==> src/include/stc_consts.svh <==
`ifndef STC_CONSTS_SVH
`define STC_CONSTS_SVH

// Register byte addresses
`define STC_OFF_CSR 32'he000e010
`define STC_OFF_RESTART 32'he000e014
`define STC_OFF_COUNT 32'he000e018
`define STC_OFF_CALIBRATION_REG 32'he000e01c
`define STC_OFF_EVT_STATUS 32'he000e020
`define STC_OFF_EVT_ENABLE 32'he000e024
`define STC_OFF_EVT_CLEAR 32'he000e028

// Control/status field positions
`define STC_BIT_ENABLE 0
`define STC_BIT_IRQ_EN 1
`define STC_BIT_SOURCE 2
`define STC_BIT_WRAP 16

// Reset values
`define STC_RST_CSR 32'h0000_0004
`define STC_RST_RESTART 24'h00_0000
`define STC_RST_COUNT 24'h00_0000
`define STC_CALIBRATION_REG_VALUE 32'h0000_2904

// Timing
`define STC_DIV_RATIO 8
`define STC_DIV_LAST 3'h7
`define STC_CNT_W 24

`endif

==> src/include/stc_pkg.sv <==
package stc_pkg;

    // Bus answer phase
    typedef enum logic {
        STC_BUS_IDLE,
        STC_BUS_ANSWER
    } stc_bus_type;

endpackage

==> src/core/stc_tick_timer.sv <==
// Chosen here: the Avalon-MM slave port.
`timescale 1ns/1ps
`include "stc_consts.svh"

module stc_tick_timer (
    // Clock and reset
    input wire logic clk_sys,
    input wire logic reset_n,
    // Avalon-MM slave
    input wire logic [31:0] address,
    input wire logic read,
    input wire logic write,
    input wire logic [31:0] writedata,
    input wire logic [3:0] byteenable,
    output logic [31:0] readdata,
    output logic waitrequest,
    // Processor state pins
    input wire logic debug_halt_in,
    input wire logic clock_stop_in,
    // Requests
    output logic tick_exc_req,
    output logic irq
);

    function automatic logic hit(input logic [31:0] a,
                                 input logic [31:0] off);
        hit = (a == off);
    endfunction

    localparam int CW = `STC_CNT_W;

    stc_pkg::stc_bus_type bus_q;
    logic acc;
    logic acc_rd;
    logic acc_wr;
    logic [1:0] sync1_q;
    logic [1:0] sync2_q;
    logic halt_s;
    logic stop_s;
    logic [2:0] div_q;
    logic div_pulse;
    logic tick;
    logic en_q;
    logic irq_en_q;
    logic src_q;
    logic wrap_q;
    logic load_pend_q;
    logic [CW-1:0] restart_q;
    logic [CW-1:0] count_q;
    logic [CW-1:0] count_d;
    logic wrap_evt;
    logic csr_rd;
    logic csr_wr;
    logic cnt_wr;
    logic evt_status_q;
    logic evt_enable_q;
    logic [31:0] rdata_d;

    // One wait cycle, then answer
    assign acc = (read | write) & (bus_q == stc_pkg::STC_BUS_IDLE);
    assign acc_rd = acc & read;
    assign acc_wr = acc & write & (&byteenable);
    assign waitrequest = (read | write) &
                         (bus_q == stc_pkg::STC_BUS_IDLE);

    always_ff @(posedge clk_sys or negedge reset_n) begin
        if (!reset_n) begin
            bus_q <= stc_pkg::STC_BUS_IDLE;
        end else begin
            case (bus_q)
                stc_pkg::STC_BUS_IDLE: begin
                    if (read | write) begin
                        bus_q <= stc_pkg::STC_BUS_ANSWER;
                    end
                end
                stc_pkg::STC_BUS_ANSWER: begin
                    bus_q <= stc_pkg::STC_BUS_IDLE;
                end
                default: begin
                    bus_q <= stc_pkg::STC_BUS_IDLE;
                end
            endcase
        end
    end

    assign csr_rd = acc_rd & hit(address, `STC_OFF_CSR);
    assign csr_wr = acc_wr & hit(address, `STC_OFF_CSR);
    assign cnt_wr = acc_wr & hit(address, `STC_OFF_COUNT);

    // Pin inputs: two flops before any use
    always_ff @(posedge clk_sys or negedge reset_n) begin
        if (!reset_n) begin
            sync1_q <= 2'h0;
            sync2_q <= 2'h0;
        end else begin
            sync1_q <= {clock_stop_in, debug_halt_in};
            sync2_q <= sync1_q;
        end
    end

    assign halt_s = sync2_q[0];
    assign stop_s = sync2_q[1];

    // Divider freezes with the clock stop too
    always_ff @(posedge clk_sys or negedge reset_n) begin
        if (!reset_n) begin
            div_q <= 3'h0;
        end else if (!stop_s) begin
            div_q <= div_q + 3'h1;
        end
    end

    assign div_pulse = (div_q == `STC_DIV_LAST);

    // Counter advance enable
    assign tick = en_q & ~halt_s & ~stop_s &
                  (src_q | div_pulse);

    // Control fields
    always_ff @(posedge clk_sys or negedge reset_n) begin
        if (!reset_n) begin
            en_q <= 1'b0;
            irq_en_q <= 1'b0;
            src_q <= 1'b1;
        end else if (csr_wr) begin
            en_q <= writedata[`STC_BIT_ENABLE];
            irq_en_q <= writedata[`STC_BIT_IRQ_EN];
            src_q <= writedata[`STC_BIT_SOURCE];
        end
    end

    // Enabling defers a load to the first tick
    always_ff @(posedge clk_sys or negedge reset_n) begin
        if (!reset_n) begin
            load_pend_q <= 1'b0;
        end else if (csr_wr && writedata[`STC_BIT_ENABLE] && !en_q) begin
            load_pend_q <= 1'b1;
        end else if (tick) begin
            load_pend_q <= 1'b0;
        end
    end

    // New restart value waits for the next reload
    always_ff @(posedge clk_sys or negedge reset_n) begin
        if (!reset_n) begin
            restart_q <= `STC_RST_RESTART;
        end else if (acc_wr && hit(address, `STC_OFF_RESTART)) begin
            restart_q <= writedata[CW-1:0];
        end
    end

    // Wrap only on a 1 to 0 step, never on reload of 0
    assign wrap_evt = tick & ~load_pend_q &
                      (count_q == 24'h00_0001) & ~cnt_wr;

    always_comb begin
        count_d = count_q;
        if (cnt_wr) begin
            count_d = `STC_RST_COUNT;
        end else if (tick) begin
            if (load_pend_q || count_q == 24'h00_0000) begin
                count_d = restart_q;
            end else begin
                count_d = count_q - 24'h00_0001;
            end
        end
    end

    always_ff @(posedge clk_sys or negedge reset_n) begin
        if (!reset_n) begin
            count_q <= `STC_RST_COUNT;
        end else begin
            count_q <= count_d;
        end
    end

    // Set wins over the read clear
    always_ff @(posedge clk_sys or negedge reset_n) begin
        if (!reset_n) begin
            wrap_q <= 1'b0;
        end else if (wrap_evt) begin
            wrap_q <= 1'b1;
        end else if (csr_rd || cnt_wr) begin
            wrap_q <= 1'b0;
        end
    end

    always_ff @(posedge clk_sys or negedge reset_n) begin
        if (!reset_n) begin
            tick_exc_req <= 1'b0;
        end else begin
            tick_exc_req <= wrap_evt & irq_en_q;
        end
    end

    // Sticky event status, enable and clear
    always_ff @(posedge clk_sys or negedge reset_n) begin
        if (!reset_n) begin
            evt_status_q <= 1'b0;
        end else if (wrap_evt) begin
            evt_status_q <= 1'b1;
        end else if (acc_wr && hit(address, `STC_OFF_EVT_CLEAR) &&
                     writedata[0]) begin
            evt_status_q <= 1'b0;
        end
    end

    always_ff @(posedge clk_sys or negedge reset_n) begin
        if (!reset_n) begin
            evt_enable_q <= 1'b0;
        end else if (acc_wr && hit(address, `STC_OFF_EVT_ENABLE)) begin
            evt_enable_q <= writedata[0];
        end
    end

    assign irq = evt_status_q & evt_enable_q;

    // Read mux; unmapped reads return zero
    always_comb begin
        rdata_d = 32'h0000_0000;
        if (hit(address, `STC_OFF_CSR)) begin
            rdata_d[`STC_BIT_ENABLE] = en_q;
            rdata_d[`STC_BIT_IRQ_EN] = irq_en_q;
            rdata_d[`STC_BIT_SOURCE] = src_q;
            rdata_d[`STC_BIT_WRAP] = wrap_q;
        end else if (hit(address, `STC_OFF_RESTART)) begin
            rdata_d[CW-1:0] = restart_q;
        end else if (hit(address, `STC_OFF_COUNT)) begin
            rdata_d[CW-1:0] = count_q;
        end else if (hit(address, `STC_OFF_CALIBRATION_REG)) begin
            rdata_d = `STC_CALIBRATION_REG_VALUE;
        end else if (hit(address, `STC_OFF_EVT_STATUS)) begin
            rdata_d[0] = evt_status_q;
        end else if (hit(address, `STC_OFF_EVT_ENABLE)) begin
            rdata_d[0] = evt_enable_q;
        end
    end

    always_ff @(posedge clk_sys or negedge reset_n) begin
        if (!reset_n) begin
            readdata <= 32'h0000_0000;
        end else if (acc_rd) begin
            readdata <= rdata_d;
        end
    end

    a_wrap_reload: assert property (@(posedge clk_sys)
        disable iff (!reset_n)
        (tick && !load_pend_q && count_q == 24'h00_0000 && !cnt_wr)
        |=> count_q == $past(restart_q))
        else $error("count did not reload after zero");

    a_halt_hold: assert property (@(posedge clk_sys)
        disable iff (!reset_n)
        (halt_s && !cnt_wr) |=> $stable(count_q))
        else $error("count moved during debug halt");

    a_flag_read: assert property (@(posedge clk_sys)
        disable iff (!reset_n)
        (csr_rd && wrap_q && !wrap_evt) |=> !wrap_q)
        else $error("wrap flag survived a read");

    a_div_source: assert property (@(posedge clk_sys)
        disable iff (!reset_n)
        (!src_q && div_q != `STC_DIV_LAST) |-> !tick)
        else $error("divided source ticked off its slot");

    a_exc_gate: assert property (@(posedge clk_sys)
        disable iff (!reset_n)
        tick_exc_req |-> $past(irq_en_q) && $past(wrap_evt))
        else $error("exception request without enabled wrap");

    a_enable_load: assert property (@(posedge clk_sys)
        disable iff (!reset_n)
        (tick && load_pend_q && !cnt_wr)
        |=> count_q == $past(restart_q))
        else $error("enable did not load restart value");

    a_wrap_flag: assert property (@(posedge clk_sys)
        disable iff (!reset_n)
        wrap_evt |=> wrap_q && evt_status_q && count_q == 24'h00_0000)
        else $error("wrap did not set flags");

    a_zero_nowrap: assert property (@(posedge clk_sys)
        disable iff (!reset_n)
        (count_q == 24'h00_0000)
        |=> !$rose(wrap_q) && !$rose(evt_status_q))
        else $error("wrap raised from zero count");

    a_count_clear: assert property (@(posedge clk_sys)
        disable iff (!reset_n)
        cnt_wr |=> count_q == 24'h00_0000 && !wrap_q)
        else $error("count write did not clear");

    a_stop_hold: assert property (@(posedge clk_sys)
        disable iff (!reset_n)
        (stop_s && !cnt_wr) |=> $stable(count_q) && $stable(div_q))
        else $error("count moved while clock stopped");

    a_rsv_zero: assert property (@(posedge clk_sys)
        disable iff (!reset_n)
        ($past(csr_rd) || $past(acc_rd && hit(address, `STC_OFF_COUNT)))
        |-> readdata[31:24] == 8'h00)
        else $error("reserved bits read nonzero");

    a_irq_level: assert property (@(posedge clk_sys)
        disable iff (!reset_n)
        (evt_status_q && !(acc_wr && hit(address, `STC_OFF_EVT_CLEAR)))
        |=> evt_status_q && irq == evt_enable_q)
        else $error("event status lost or interrupt out of step");

    a_restart_hold: assert property (@(posedge clk_sys)
        disable iff (!reset_n)
        (acc_wr && hit(address, `STC_OFF_RESTART) && !tick && !cnt_wr)
        |=> $stable(count_q))
        else $error("restart write moved the count");

    a_count_read: assert property (@(posedge clk_sys)
        disable iff (!reset_n)
        (acc_rd && hit(address, `STC_OFF_COUNT))
        |=> readdata == {8'h00, $past(count_q)})
        else $error("count read returned another value");

    a_fast_source: assert property (@(posedge clk_sys)
        disable iff (!reset_n)
        (en_q && src_q && !halt_s && !stop_s) |-> tick)
        else $error("undivided source missed a tick");

endmodule

==> config.mk <==
export PLATFORM = sky130hd
export DESIGN_NAME = stc_tick_timer
export DESIGN_NICKNAME = d
export VERILOG_FILES = /design/src/include/stc_pkg.sv /design/src/core/stc_tick_timer.sv
export VERILOG_INCLUDE_DIRS = /design/src /design/src/include
export SDC_FILE = /design/constraint.sdc
export NUM_CORES = 1
export LEC_CHECK = 0
export BUFFER_PORTS_ARGS = -buffer_cell sky130_fd_sc_hd__buf_2
export CAP_MARGIN = 0
export CORE_MARGIN = 1
export CORE_UTILIZATION = 35
export CTS_BUF_LIST = sky130_fd_sc_hd__clkbuf_8 sky130_fd_sc_hd__clkbuf_16
export CTS_CLUSTER_SIZE = 40
export DETAILED_ROUTE_END_ITERATION = 16
export GPL_TIMING_DRIVEN = 0
export PLACE_DENSITY_LB_ADDON = 0.12
export SYNTH_ARGS = -nofsm -noshare
export SYNTH_HDL_FRONTEND = slang
export SYNTH_SLANG_ARGS = --single-unit
==> constraint.sdc <==
create_clock -name clk_sys -period 4.5 [get_ports clk_sys]
set_input_delay 0.45 -clock clk_sys [delete_from_list [all_inputs] [get_ports clk_sys]]
set_output_delay 0.45 -clock clk_sys [all_outputs]
set_load 0.005 [all_outputs]
After elaboration in Yosys (flattened, before gate mapping)
Index checks and enable logic that the tools add are counted.

Add/sub/neg operators: 2. Equality and inequality tests: 9. Mux-type cells: 21. Bitwise operators: 22. Reductions and logical operators: 15.

Operator list (number): 32-bit == test (second input constant) (7); 24-bit 2-to-1 mux (5); 13-bit 2-to-1 mux (2); 24-bit by 1-bit == test with 1-bit output (second input constant) (1); 24-bit logical NOT (1); 24-bit by 1-bit subtractor with 24-bit output (second input constant) (1); 1-bit AND (15); 15-bit 2-to-1 mux (1); 1-bit 2-to-1 mux (11); 2-bit nonzero test (4); 1-bit logical AND (6); 1-bit inverter (5); 4-bit AND reduction (1); 3-bit by 1-bit adder with 3-bit output (second input constant) (1); 3-bit == test (second input constant) (1); 3-bit 2-to-1 mux (1); 1-bit logical OR (2); 1-bit OR (2); 1-bit case mux with 2 select lines (1); 1-bit logical NOT (1).

Bits in registers: 96. Bits of input ports: 74. Output and inout bits: 35. Logic and storage cells: 84.

Logic depth before layout (Yosys ltp)
Gate-level depths: netlist of run 1.

Word-level depth: 8. Mapped depth: 10.

Worst setup path before layout of run 1
No wires, ideal clock.

Kind: in2reg. Start: input port address[17]. End: register restart_q[10]. Arrival: 1.968 ns. Data required time: 4.375 ns. Path slack: 2.407 ns. Stages: 6. Buffers on the path: 1. Cell sequence: nor4_2 -> nand3_1 -> or3_4 -> nor2_4 -> buf_6 -> mux2_2.

Longest elaborated chain between the ends: 2.

Ends and longest elaborated chain: start, declared (line stc_tick_timer.sv:10) `input wire logic [31:0] address,`; 32-bit == test (line stc_tick_timer.sv:27) `hit = (a == off);`; 1-bit logical AND (line stc_tick_timer.sv:147) `` end else if (acc_wr && hit(address, `STC_OFF_RESTART)) begin ``; end signal, assigned (line stc_tick_timer.sv:146) `` restart_q <= `STC_RST_RESTART; ``; end signal, assigned (line stc_tick_timer.sv:148) `restart_q <= writedata[CW-1:0];`; end, declared (line stc_tick_timer.sv:48) `logic [CW-1:0] restart_q;`.

No other way between the ends. A chain may end at the register's enable or synchronous reset.

Worst setup path in the final report of run 1
Start: register count_q[0]. End: register count_q[22].

Longest elaborated chain between the ends: 5. Elaborated cells on any way between the ends: 6.

Ends and longest elaborated chain: start, declared (line stc_tick_timer.sv:49) `logic [CW-1:0] count_q;`; start signal, assigned (line stc_tick_timer.sv:171) `` count_q <= `STC_RST_COUNT; ``; start signal, assigned (line stc_tick_timer.sv:173) `count_q <= count_d;`; branches (longest 2 deep; another with 24-bit by 1-bit subtractor with 24-bit output); 24-bit 2-to-1 mux * (line stc_tick_timer.sv:161) `if (load_pend_q || count_q == 24'h00_0000) begin`; 24-bit 2-to-1 mux * (line stc_tick_timer.sv:160) `end else if (tick) begin`; 24-bit 2-to-1 mux * (line stc_tick_timer.sv:158) `if (cnt_wr) begin`.

Every way passes the cells marked *. The select of a mux whose other input is x is not followed.

==> flow_metrics.env, run 1 <==
export IMPL_io_pin_count=109
export IMPL_crit_fanout=9
export IMPL_min_period_ns=2.54
export IMPL_startpoint_type="flip-flop"
export IMPL_core_area_mm2=0.0132
export IMPL_synthFlopType="dfrtp_1"
export IMPL_slew_violations=0
export IMPL_ys_seq_area_share_pct=46.3
export IMPL_initial_core_util_pct=35.9
export IMPL_io_buffers=91
export IMPL_layout_area_overhead_vs_synth_pct=22.0
export IMPL_path_clk_slew_ns=0.07
export IMPL_synth_edf_count=0
export IMPL_synthXorXnorAreaFrac_pct=0.184
export IMPL_multi_input_area_mm2=0.00232
export IMPL_synth_mux_area_share_pct=9.24
export IMPL_ys_async_sr_fraction_pct=100
export IMPL_seq_area_mm2=0.00220
export IMPL_leakage_uw=0.00264
export IMPL_dieHeight_um=119
export IMPL_cts_buffers=9
export IMPL_synth_simple_area_share_pct=20.3
export IMPL_antenna_cells=0
export IMPL_crit_family="simple AND/OR/NAND/NOR gates"
export IMPL_hpwl_um=9990
export IMPL_slowest_delay_ns=0.54
export IMPL_insertion_delay_ns=0.35
export IMPL_rsz0062_at_grt="no"
export IMPL_vias=4124
export IMPL_first_pass_iters=4
export IMPL_yosys_warnings=0
export IMPL_hold_path_class="primary input to asynchronous set/reset pin"
export IMPL_std_cell_rows=42
export IMPL_cp_arrival_ns=2.75
export IMPL_dieArea_mm2=0.0141
export IMPL_tns_ns=0
export IMPL_h_tree_depth=3
export IMPL_fin_skew_ns=0.00773
export IMPL_synth_compound_area_share_pct=17.2
export IMPL_final_antenna_net_count=0
export IMPL_n_fill_cell=1351
export IMPL_synth_top_family_by_area="simple AND/OR/NAND/NOR gates"
export IMPL_yosysUniqueCellTypes=61
export IMPL_ctsResizeCount=0
export IMPL_tritoncts="built"
export IMPL_whs_ns=0.0710
export IMPL_setup_violations=0
export IMPL_yosysTopAreaCell="dfrtp_1"
export IMPL_fmax_ghz=0.394
export IMPL_grt_pass1_vias=4230
export IMPL_grt_max_degree=52
export IMPL_routed_wl_um=13500
export IMPL_postSynthAreaPerCell_um2=9.82
export IMPL_ys_seq_elements=88
export IMPL_hold_viol=0
export IMPL_max_vdd_ir_drop_mv=0.204
export IMPL_crit_slowest_cell="or4_1"
export IMPL_grt_pass1_wl_um=22600
export IMPL_synth_area_mm2=0.00475
export IMPL_yosys_area_share_adder_pct=1.32
export IMPL_worstPathBufferInverterCount=1
export IMPL_worst_pin_slew_ns=0.596
export IMPL_ctsHoldBuffers=0
export IMPL_drt_iter0_drc=250
export IMPL_antenna_found_initial=0
export IMPL_finalNetCount=673
export IMPL_cts_max_path_buffers=2
export IMPL_power_density_mw_per_mm2=300
export IMPL_viasPerCell=5.32
export IMPL_fp_dieW_um=119
export IMPL_post_synth_inst_count=484
export IMPL_cp_common_cell="o21ai_1"
export IMPL_path_class="flip-flop to flip-flop"
export IMPL_crit_required_ns=4.71
export IMPL_drt_drc_violations_left=0
export IMPL_clock_sinks=88
export IMPL_synthTopCellsByArea="dfrtp_1, mux2_2, o21ai_0"
export IMPL_period_share_pct=56.4
export IMPL_clk_root_buffer_cell="clkbuf_16"
export IMPL_layout_drive_gt1_share_pct=30.7
export IMPL_outcome="finished, final reports clean"
export IMPL_path_cells="inv_1 > ha_1 > nor3b_2 > nand4_2 > or4_1 > o21ai_1 > a221o_1 > o21ai_1"
export IMPL_worst_setup_path_end_kind="flip-flop"
export IMPL_grt_usage_pct=20.7
export IMPL_relSlewSlack_pct=60.2
export IMPL_gp_congestion=0.923
export IMPL_drv_cap=0
export IMPL_gr_total_overflow=0
export IMPL_netlist_area_leader_share_pct=45.8
export IMPL_wl_per_cell_um=17.5
export IMPL_postCtsSetupBuffers=0
-- registers in the layout, indices dropped and copies added, names as in the netlist --
name and flops:
bus_q 1, count_q 24, div_q 3, en_q 1
evt_enable_q 1, evt_status_q 1, irq_en_q 1, load_pend_q 1
readdata 24, restart_q 24, src_q 1, sync1_q 2
sync2_q 2, tick_exc_req 1, wrap_q 1
-- placed cells by master (no fill, tap or decap), types with 5 or more instances in the layout --
master and count:
inv_1 10, clkbuf_16 9, o21ai_0 50, nand2_1 47, nor2_1 41, buf_4 12
and3_1 10, clkbuf_1 11, nor4_1 6, nand2b_1 5, o211ai_1 7, nor3_1 16
nand3_1 9, a21oi_1 22, ha_1 5, dfrtp_1 87, mux2_2 27, conb_1 8
mux2_4 7, buf_6 5, o21ai_1 6, buf_2 98, a22oi_1 22, and2_1 8
-- routing by layer --
metal | GRT usage [%] | vias up | wire, um
met3 | 4.30 | 8 | 660
met1 | 28.4 | 2049 | 6140
met5 | 0 | - | 0
li1 | - | 1963 | -
met2 | 32.8 | 104 | 6560
met4 | 6.01 | 0 | 157
-- Yosys cell counts (2+ instances only) --
master     count
buf_4         11
a21oi_1       22
o2bb2ai_1      2
mux2_4         7
a32o_1         2
ha_1           5
nor4_2         4
and3_1        10
nor4_1         6
nor3_1        16
nand3_1        9
nor2_1        41
nand4_1        3
and2_1         8
or4_1          4
nand2b_1       5
o21ai_0       50
o2111ai_1      2
a22oi_1       22
a22o_1         2
nand4_2        3
clkbuf_1      11
o211ai_1       7
o21ai_1        6
mux2_2        27
a31oi_1        3
buf_2          8
buf_6          5
a21o_1         3
nor2b_1        4
inv_1          8
nor4b_1        2
o41ai_1        2
mux2i_1        3
o31ai_1        3
nand2_1       47
dfrtp_1       87
-- final timing paths --
check | to | cells after the start | start | slack [ns]
worst min-delay path | bus_q | 1 | reset_n | 0.07
worst min register to register | sync2_q[1] | 0 | sync1_q[1] | 0.35
max in group asynchronous | src_q | 2 | reset_n | 3.76
worst max register to register | count_q[22] | 8 | count_q[0] | 1.96
min in group clk_sys | sync1_q[1] | 1 | clock_stop_in | 0.20
worst max-delay path | count_q[22] | 8 | count_q[0] | 1.96
-- worst register-to-register path, cell delays in order, from the launching register on --
cell and delay [ns]:
dfrtp_1 0.48, inv_1 0.12, ha_1 0.19, nor3b_2 0.36
nand4_2 0.34, or4_1 0.54, o21ai_1 0.14, a221o_1 0.17
o21ai_1 0.06
-- through the flow --
| step | cells | setup WS [ns] | utilization, % | instance area, um^2 | total power (uW) |
|---|---|---|---|---|---|
| global route | 775 | 1.76 | 43.8 | 5800 | 1820 |
| CTS | 775 | 2.01 | 43.8 | 5800 | 1760 |
| floorplan | 491 | 2.41 | - | 4780 | 888 |
| finish | 775 | 1.96 | 43.8 | 5800 | 1740 |
| global placement | 758 | 1.91 | 41.2 | 5460 | 948 |
| detailed placement | 759 | 1.92 | 41.4 | 5490 | 958 |
-- report_power, final --
part	switching (uW)	total, uW	internal, uW	leakage (uW)
sequential	10.1	818	808	0.00109
clock	316	798	482	0.000158
combinational	64.3	121	56.4	0.00139
total	391	1740	1350	0.00264
-- cells by family after synthesis --
family                   count (synthesis)
other                                    1
adder cells (fa/ha/maj)                  5
flip-flops                              88
AND/OR/NAND/NOR                        176
XOR/XNOR                                 1
buffers and inverters                   44
multiplexers                            37
AO/OA/AOI/OAI                          132
-- layout make-up --
cell class	count	area share, %
Buffer	36	3.88
Inverter	8	0.518
Sequential cell	88	38.0
Clock buffer	9	3.88
Timing Repair Buffer	92	8.37
Clock inverter	7	1.53
Tap cell	176	3.80
Multi-Input combinational cell	359	40.0
Power figures use the tool's default switching activity.
==> inputs of run 2 (changes only) <==
==> constraint.sdc (replaced) <==
create_clock -name clk_sys -period 2.5 [get_ports clk_sys]
set_input_delay 0.25 -clock clk_sys [delete_from_list [all_inputs] [get_ports clk_sys]]
set_output_delay 0.25 -clock clk_sys [all_outputs]
set_load 0.005 [all_outputs]
==> run 2 against run 1 <==
  * Cell area up 1.1%
  * Worst hold slack gained 0.058 ns
  * Clock power increased by 79%
  * Utilization is 0.48 points higher
  * Critical endpoint unchanged
  * Largest cell class unchanged
==> flow_metrics.env, run 2 (synthesis results as in run 1) <==
export IMPL_grt_pass1_vias=4236
export IMPL_drt_drc_violations_left=0
export IMPL_cts_max_path_buffers=2
export IMPL_core_area_mm2=0.0132
export IMPL_h_tree_depth=3
export IMPL_fp_dieW_um=119
export IMPL_slowest_delay_ns=0.49
export IMPL_relSlewSlack_pct=58.3
export IMPL_rsz0062_at_grt="no"
export IMPL_cellInternalPower_uw=2430
export IMPL_wl_per_cell_um=17.5
export IMPL_fmax_ghz=0.430
export IMPL_crit_fanout=9
export IMPL_clock_sinks=88
export IMPL_mostFrequentLayoutCells="buf_2, dfrtp_1, o21ai_0"
export IMPL_crit_required_ns=2.73
export IMPL_power_share_switching_pct=22.3
export IMPL_seq_power_share_pct=47.1
export IMPL_startpoint_type="flip-flop"
export IMPL_insertion_delay_ns=0.35
export IMPL_p_switching_uw=698
export IMPL_grt_usage_pct=20.7
export IMPL_drt_iter0_drc=223
export IMPL_cts_buffers=9
export IMPL_antenna_found_initial=0
export IMPL_outcome="finished, final reports clean"
export IMPL_power_density_mw_per_mm2=533
export IMPL_period_share_pct=93.1
export IMPL_fin_skew_ns=0.00901
export IMPL_layout_commonest_cell="buf_2"
export IMPL_top_regs="count_q (24), readdata (24), restart_q (24)"
export IMPL_tritoncts="built"
export IMPL_p_total_uw=3130
export IMPL_path_cells="inv_1 > ha_1 > nor3b_4 > nand4_4 > or4_4 > o21ai_1 > a221o_1 > o21ai_1"
export IMPL_clockPowerShare_pct=45.8
export IMPL_final_cell_area_mm2=0.00586
export IMPL_crit_slowest_cell="or4_4"
export IMPL_viasPerCell=5.36
export IMPL_slew_violations=0
export IMPL_layout_drive_gt1_share_pct=31.7
export IMPL_clk_root_buffer_cell="clkbuf_16"
export IMPL_hold_viol=0
export IMPL_path_class="flip-flop to flip-flop"
export IMPL_cp_common_cell="o21ai_1"
export IMPL_final_antenna_net_count=0
export IMPL_antenna_cells=0
export IMPL_worst_pin_slew_ns=0.617
export IMPL_initial_core_util_pct=35.9
export IMPL_max_vdd_ir_drop_mv=0.366
export IMPL_io_pin_count=109
export IMPL_hold_path_class="primary input to flip-flop"
export IMPL_first_pass_iters=4
export IMPL_vias=4170
export IMPL_min_period_ns=2.33
export IMPL_gr_total_overflow=0
export IMPL_worst_setup_path_end_kind="flip-flop"
export IMPL_pwr_share_comb_pct=7.1
export IMPL_fin_cells=778
export IMPL_finalNetCount=676
export IMPL_dp_cells=759
export IMPL_hpwl_um=9990
export IMPL_leakage_uw=0.00269
export IMPL_std_cell_rows=42
export IMPL_whs_ns=0.129
export IMPL_io_buffers=91
export IMPL_dieHeight_um=119
export IMPL_path_clk_slew_ns=0.07
export IMPL_cp_arrival_ns=2.55
export IMPL_layout_area_overhead_vs_synth_pct=23.3
export IMPL_drv_cap=0
export IMPL_grt_max_degree=52
export IMPL_routed_wl_um=13600
export IMPL_postCtsSetupBuffers=0
export IMPL_placed_area_mm2=0.00549
export IMPL_dieArea_mm2=0.0141
export IMPL_tns_ns=0
export IMPL_setup_violations=0
export IMPL_grt_pass1_wl_um=22600
export IMPL_gp_congestion=0.923
[run 2: changes by cell type in the layout (fill, tap and decap cells not counted), sizes merged]
cell | before | now
dlygate4sd3 | 0 | 3
[run 2: per-stage QoR]
stage          utilization [%]  setup WS (ns)
2_1_floorplan                -          0.471
3_3_place_gp              41.2         0.0604
3_5_place_dp              41.4         0.0318
4_1_cts                   44.0         0.0131
5_1_grt                   44.3         0.0139
6_report                  44.3          0.172
[run 2: worst paths after layout]
check / start / endpoint / slack, ns / depth (start not counted)
min in group asynchronous: reset_n / bus_q / 0.41 / 2
hold / removal: writedata[10] / restart_q[10] / 0.13 / 2
hold reg to reg: sync1_q[1] / sync2_q[1] / 0.35 / 0
setup / recovery: count_q[0] / count_q[22] / 0.17 / 8
max in group asynchronous: reset_n / src_q / 1.41 / 3
setup reg to reg: count_q[0] / count_q[22] / 0.17 / 8
[run 2: layer usage]
layer,GRT usage (%),vias to the layer above,wire [um]
li1,-,1969,-
met1,28.4,2085,6230
met2,32.8,102,6570
met3,4.30,14,630
met4,6.01,0,174
met5,0,-,0
[run 2: timing repair]
item | in CTS | in global routing
hold buffers | 3 | 0
setup endpoints to repair | 0 | 19
hold endpoints to repair | 39 | 0
resized for setup | 0 | 14
[run 2: cell type report]
cell class / count / area, um^2
Tap cell: 176 / 220
Clock inverter: 7 / 88.8
Fill cell: 1344 / 7380
Timing Repair Buffer: 95 / 515
Multi-Input combinational cell: 359 / 2350
Clock buffer: 9 / 225
Sequential cell: 88 / 2200
Buffer: 36 / 230
Inverter: 8 / 30.0
[run 2: power by group through the flow]
stage / combinational, uW / sequential, uW / clock [uW]
after CTS: 228 / 1470 / 1470
after global placement: 209 / 1500 / 0
after floorplan: 103 / 1500 / 0
after detailed placement: 224 / 1500 / 0
after global routing: 264 / 1480 / 1530
final: 222 / 1470 / 1430
[run 2: worst max-delay path, delay by kind of cell, from the launching register on]
family | cells | cell delay, ns
buffers and inverters | 1 | 0.10
DFF | 1 | 0.47
and+or+nand+nor | 3 | 1.08
adders and majority gates | 1 | 0.20
AOI/OAI and AO/OA | 3 | 0.35
==> inputs of run 3 (changes only) <==
--- a/config.mk
+++ b/config.mk
@@ -10,7 +10,7 @@
 export CAP_MARGIN = 0
 export CORE_MARGIN = 1
 export CORE_UTILIZATION = 35
-export CTS_BUF_LIST = sky130_fd_sc_hd__clkbuf_8 sky130_fd_sc_hd__clkbuf_16
+export CTS_BUF_LIST = sky130_fd_sc_hd__clkbuf_8
 export CTS_CLUSTER_SIZE = 40
 export DETAILED_ROUTE_END_ITERATION = 16
 export GPL_TIMING_DRIVEN = 0
==> run 3 against run 2 <==
  * Sequential power is essentially flat
  * Wire length decreased by 0.76%
  * Die area stayed put
  * Clock-buffer cell count is the same
  * Sequential cell count unchanged
  * Non-clock buffer count unchanged
  * Sequential share of layout area increased by 0.66 points
  * Largest power group unchanged
==> flow_metrics.env, run 3 (synthesis results as in run 1) <==
export IMPL_antenna_found_initial=0
export IMPL_slew_violations=0
export IMPL_period_share_pct=92.8
export IMPL_crit_fanout=9
export IMPL_clk_root_buffer_cell="clkbuf_8"
export IMPL_fmax_ghz=0.431
export IMPL_grt_pass1_vias=4225
export IMPL_crit_required_ns=2.76
export IMPL_cts_max_path_buffers=2
export IMPL_gp_congestion=0.923
export IMPL_antenna_cells=0
export IMPL_finalNetCount=676
export IMPL_fin_skew_ns=0.0135
export IMPL_hold_viol=0
export IMPL_grt_pass1_wl_um=22500
export IMPL_hold_path_class="primary input to flip-flop"
export IMPL_postLayoutCoreUtil_pct=43.5
export IMPL_crit_family="simple AND/OR/NAND/NOR gates"
export IMPL_routed_wl_um=13500
export IMPL_worst_pin_slew_ns=0.605
export IMPL_gr_total_overflow=0
export IMPL_power_density_mw_per_mm2=481
export IMPL_tritoncts="built"
export IMPL_layout_area_overhead_vs_synth_pct=21.2
export IMPL_leakage_uw=0.00265
export IMPL_dieHeight_um=119
export IMPL_startpoint_type="flip-flop"
export IMPL_cts_buffers=9
export IMPL_std_cell_rows=42
export IMPL_path_clk_slew_ns=0.09
export IMPL_setup_violations=0
export IMPL_grt_usage_pct=20.7
export IMPL_dieArea_mm2=0.0141
export IMPL_core_area_mm2=0.0132
export IMPL_min_period_ns=2.32
export IMPL_wl_per_cell_um=17.3
export IMPL_rsz0062_at_grt="no"
export IMPL_mostFrequentLayoutCells="buf_2, dfrtp_1, o21ai_0"
export IMPL_viasPerCell=5.32
export IMPL_initial_core_util_pct=35.9
export IMPL_slowest_delay_ns=0.49
export IMPL_path_cells="inv_1 > ha_1 > nor3b_4 > nand4_4 > or4_4 > o21ai_1 > a221o_1 > o21ai_1"
export IMPL_grt_max_degree=52
export IMPL_drv_cap=0
export IMPL_io_pin_count=109
export IMPL_drt_iter0_drc=207
export IMPL_drt_drc_violations_left=0
export IMPL_postCtsSetupBuffers=0
export IMPL_path_class="flip-flop to flip-flop"
export IMPL_hpwl_um=9990
export IMPL_cp_arrival_ns=2.58
export IMPL_layout_commonest_cell="buf_2"
export IMPL_clock_sinks=88
export IMPL_worst_setup_path_end_kind="flip-flop"
export IMPL_layout_drive_gt1_share_pct=31.7
export IMPL_insertion_delay_ns=0.38
export IMPL_h_tree_depth=3
export IMPL_top_regs="count_q (24), readdata (24), restart_q (24)"
export IMPL_n_fill_cell=1366
export IMPL_final_antenna_net_count=0
export IMPL_vias=4140
export IMPL_worstPathBufferInverterCount=1
export IMPL_cp_common_cell="o21ai_1"
export IMPL_outcome="finished, final reports clean"
export IMPL_max_vdd_ir_drop_mv=0.333
export IMPL_io_buffers=91
export IMPL_fp_dieW_um=119
export IMPL_tns_ns=0
export IMPL_relSlewSlack_pct=59.1
export IMPL_first_pass_iters=4
export IMPL_crit_slowest_cell="or4_4"
-- run 3: cell types whose count changed in the layout (fill, tap and decap cells not counted) --
cell       change
clkbuf_16      -9
clkbuf_8       +9
-- run 3: per-stage QoR --
stage	worst slack (ns)	instance area (um^2)	hold WS [ns]	power [uW]	instances
6_report	0.179	5760	0.0936	2770	778
5_1_grt	0.0168	5760	0.0712	2910	778
4_1_cts	0.00869	5730	0.0738	2820	778
3_5_place_dp	0.0318	5490	0.265	1720	759
3_3_place_gp	0.0604	5460	0.333	1710	758
2_1_floorplan	0.471	4780	-0.0456	1600	491
-- run 3: power breakdown --
group | switching (uW) | internal [uW] | leakage [uW]
registers | 18.1 | 1450 | 0.00109
clock network | 526 | 556 | 0.000112
logic | 117 | 105 | 0.00144
total | 661 | 2110 | 0.00265
-- run 3: layer usage --
metal / part of all wire (%) / global-route usage (%) / up-vias
met5: 0 / 0 / -
met4: 0.98 / 5.22 / 0
met3: 4.5 / 4.87 / 10
met2: 48 / 32.6 / 89
met1: 46 / 28.4 / 2073
li1: - / - / 1968
-- run 3: final timing paths --
| path | start | endpoint | slack, ns | depth (start not counted) |
|---|---|---|---|---|
| max in group asynchronous | reset_n | src_q | 1.46 | 3 |
| min in group asynchronous | reset_n | bus_q | 0.38 | 2 |
| min | writedata[10] | restart_q[10] | 0.09 | 2 |
| max | count_q[0] | count_q[22] | 0.18 | 8 |
| min reg2reg | sync1_q[1] | sync2_q[1] | 0.35 | 0 |
| max reg2reg | count_q[0] | count_q[22] | 0.18 | 8 |
-- run 3: layout make-up --
class	instances	area, um^2	area share, %
repair buffers	95	515	8.94
inverters	8	30.0	0.521
flip-flops and latches	88	2200	38.3
well taps	176	220	3.82
clock buffers	9	124	2.15
clock inverters	7	88.8	1.54
multi-input cells	359	2350	40.8
plain buffers	36	230	3.99
-- run 3: what timing repair did --
item,4_1_cts,5_1_grt
endpoints found under the setup margin,0,18
gates resized for setup,0,14
hold buffers,3,0
endpoints found under the hold margin,39,0
-- run 3: worst reg2reg max path, cell delays in order (launching register included) --
cell,delay (ns)
dfrtp_2,0.48
inv_1,0.10
ha_1,0.20
nor3b_4,0.34
nand4_4,0.24
or4_4,0.49
o21ai_1,0.13
a221o_1,0.16
o21ai_1,0.06
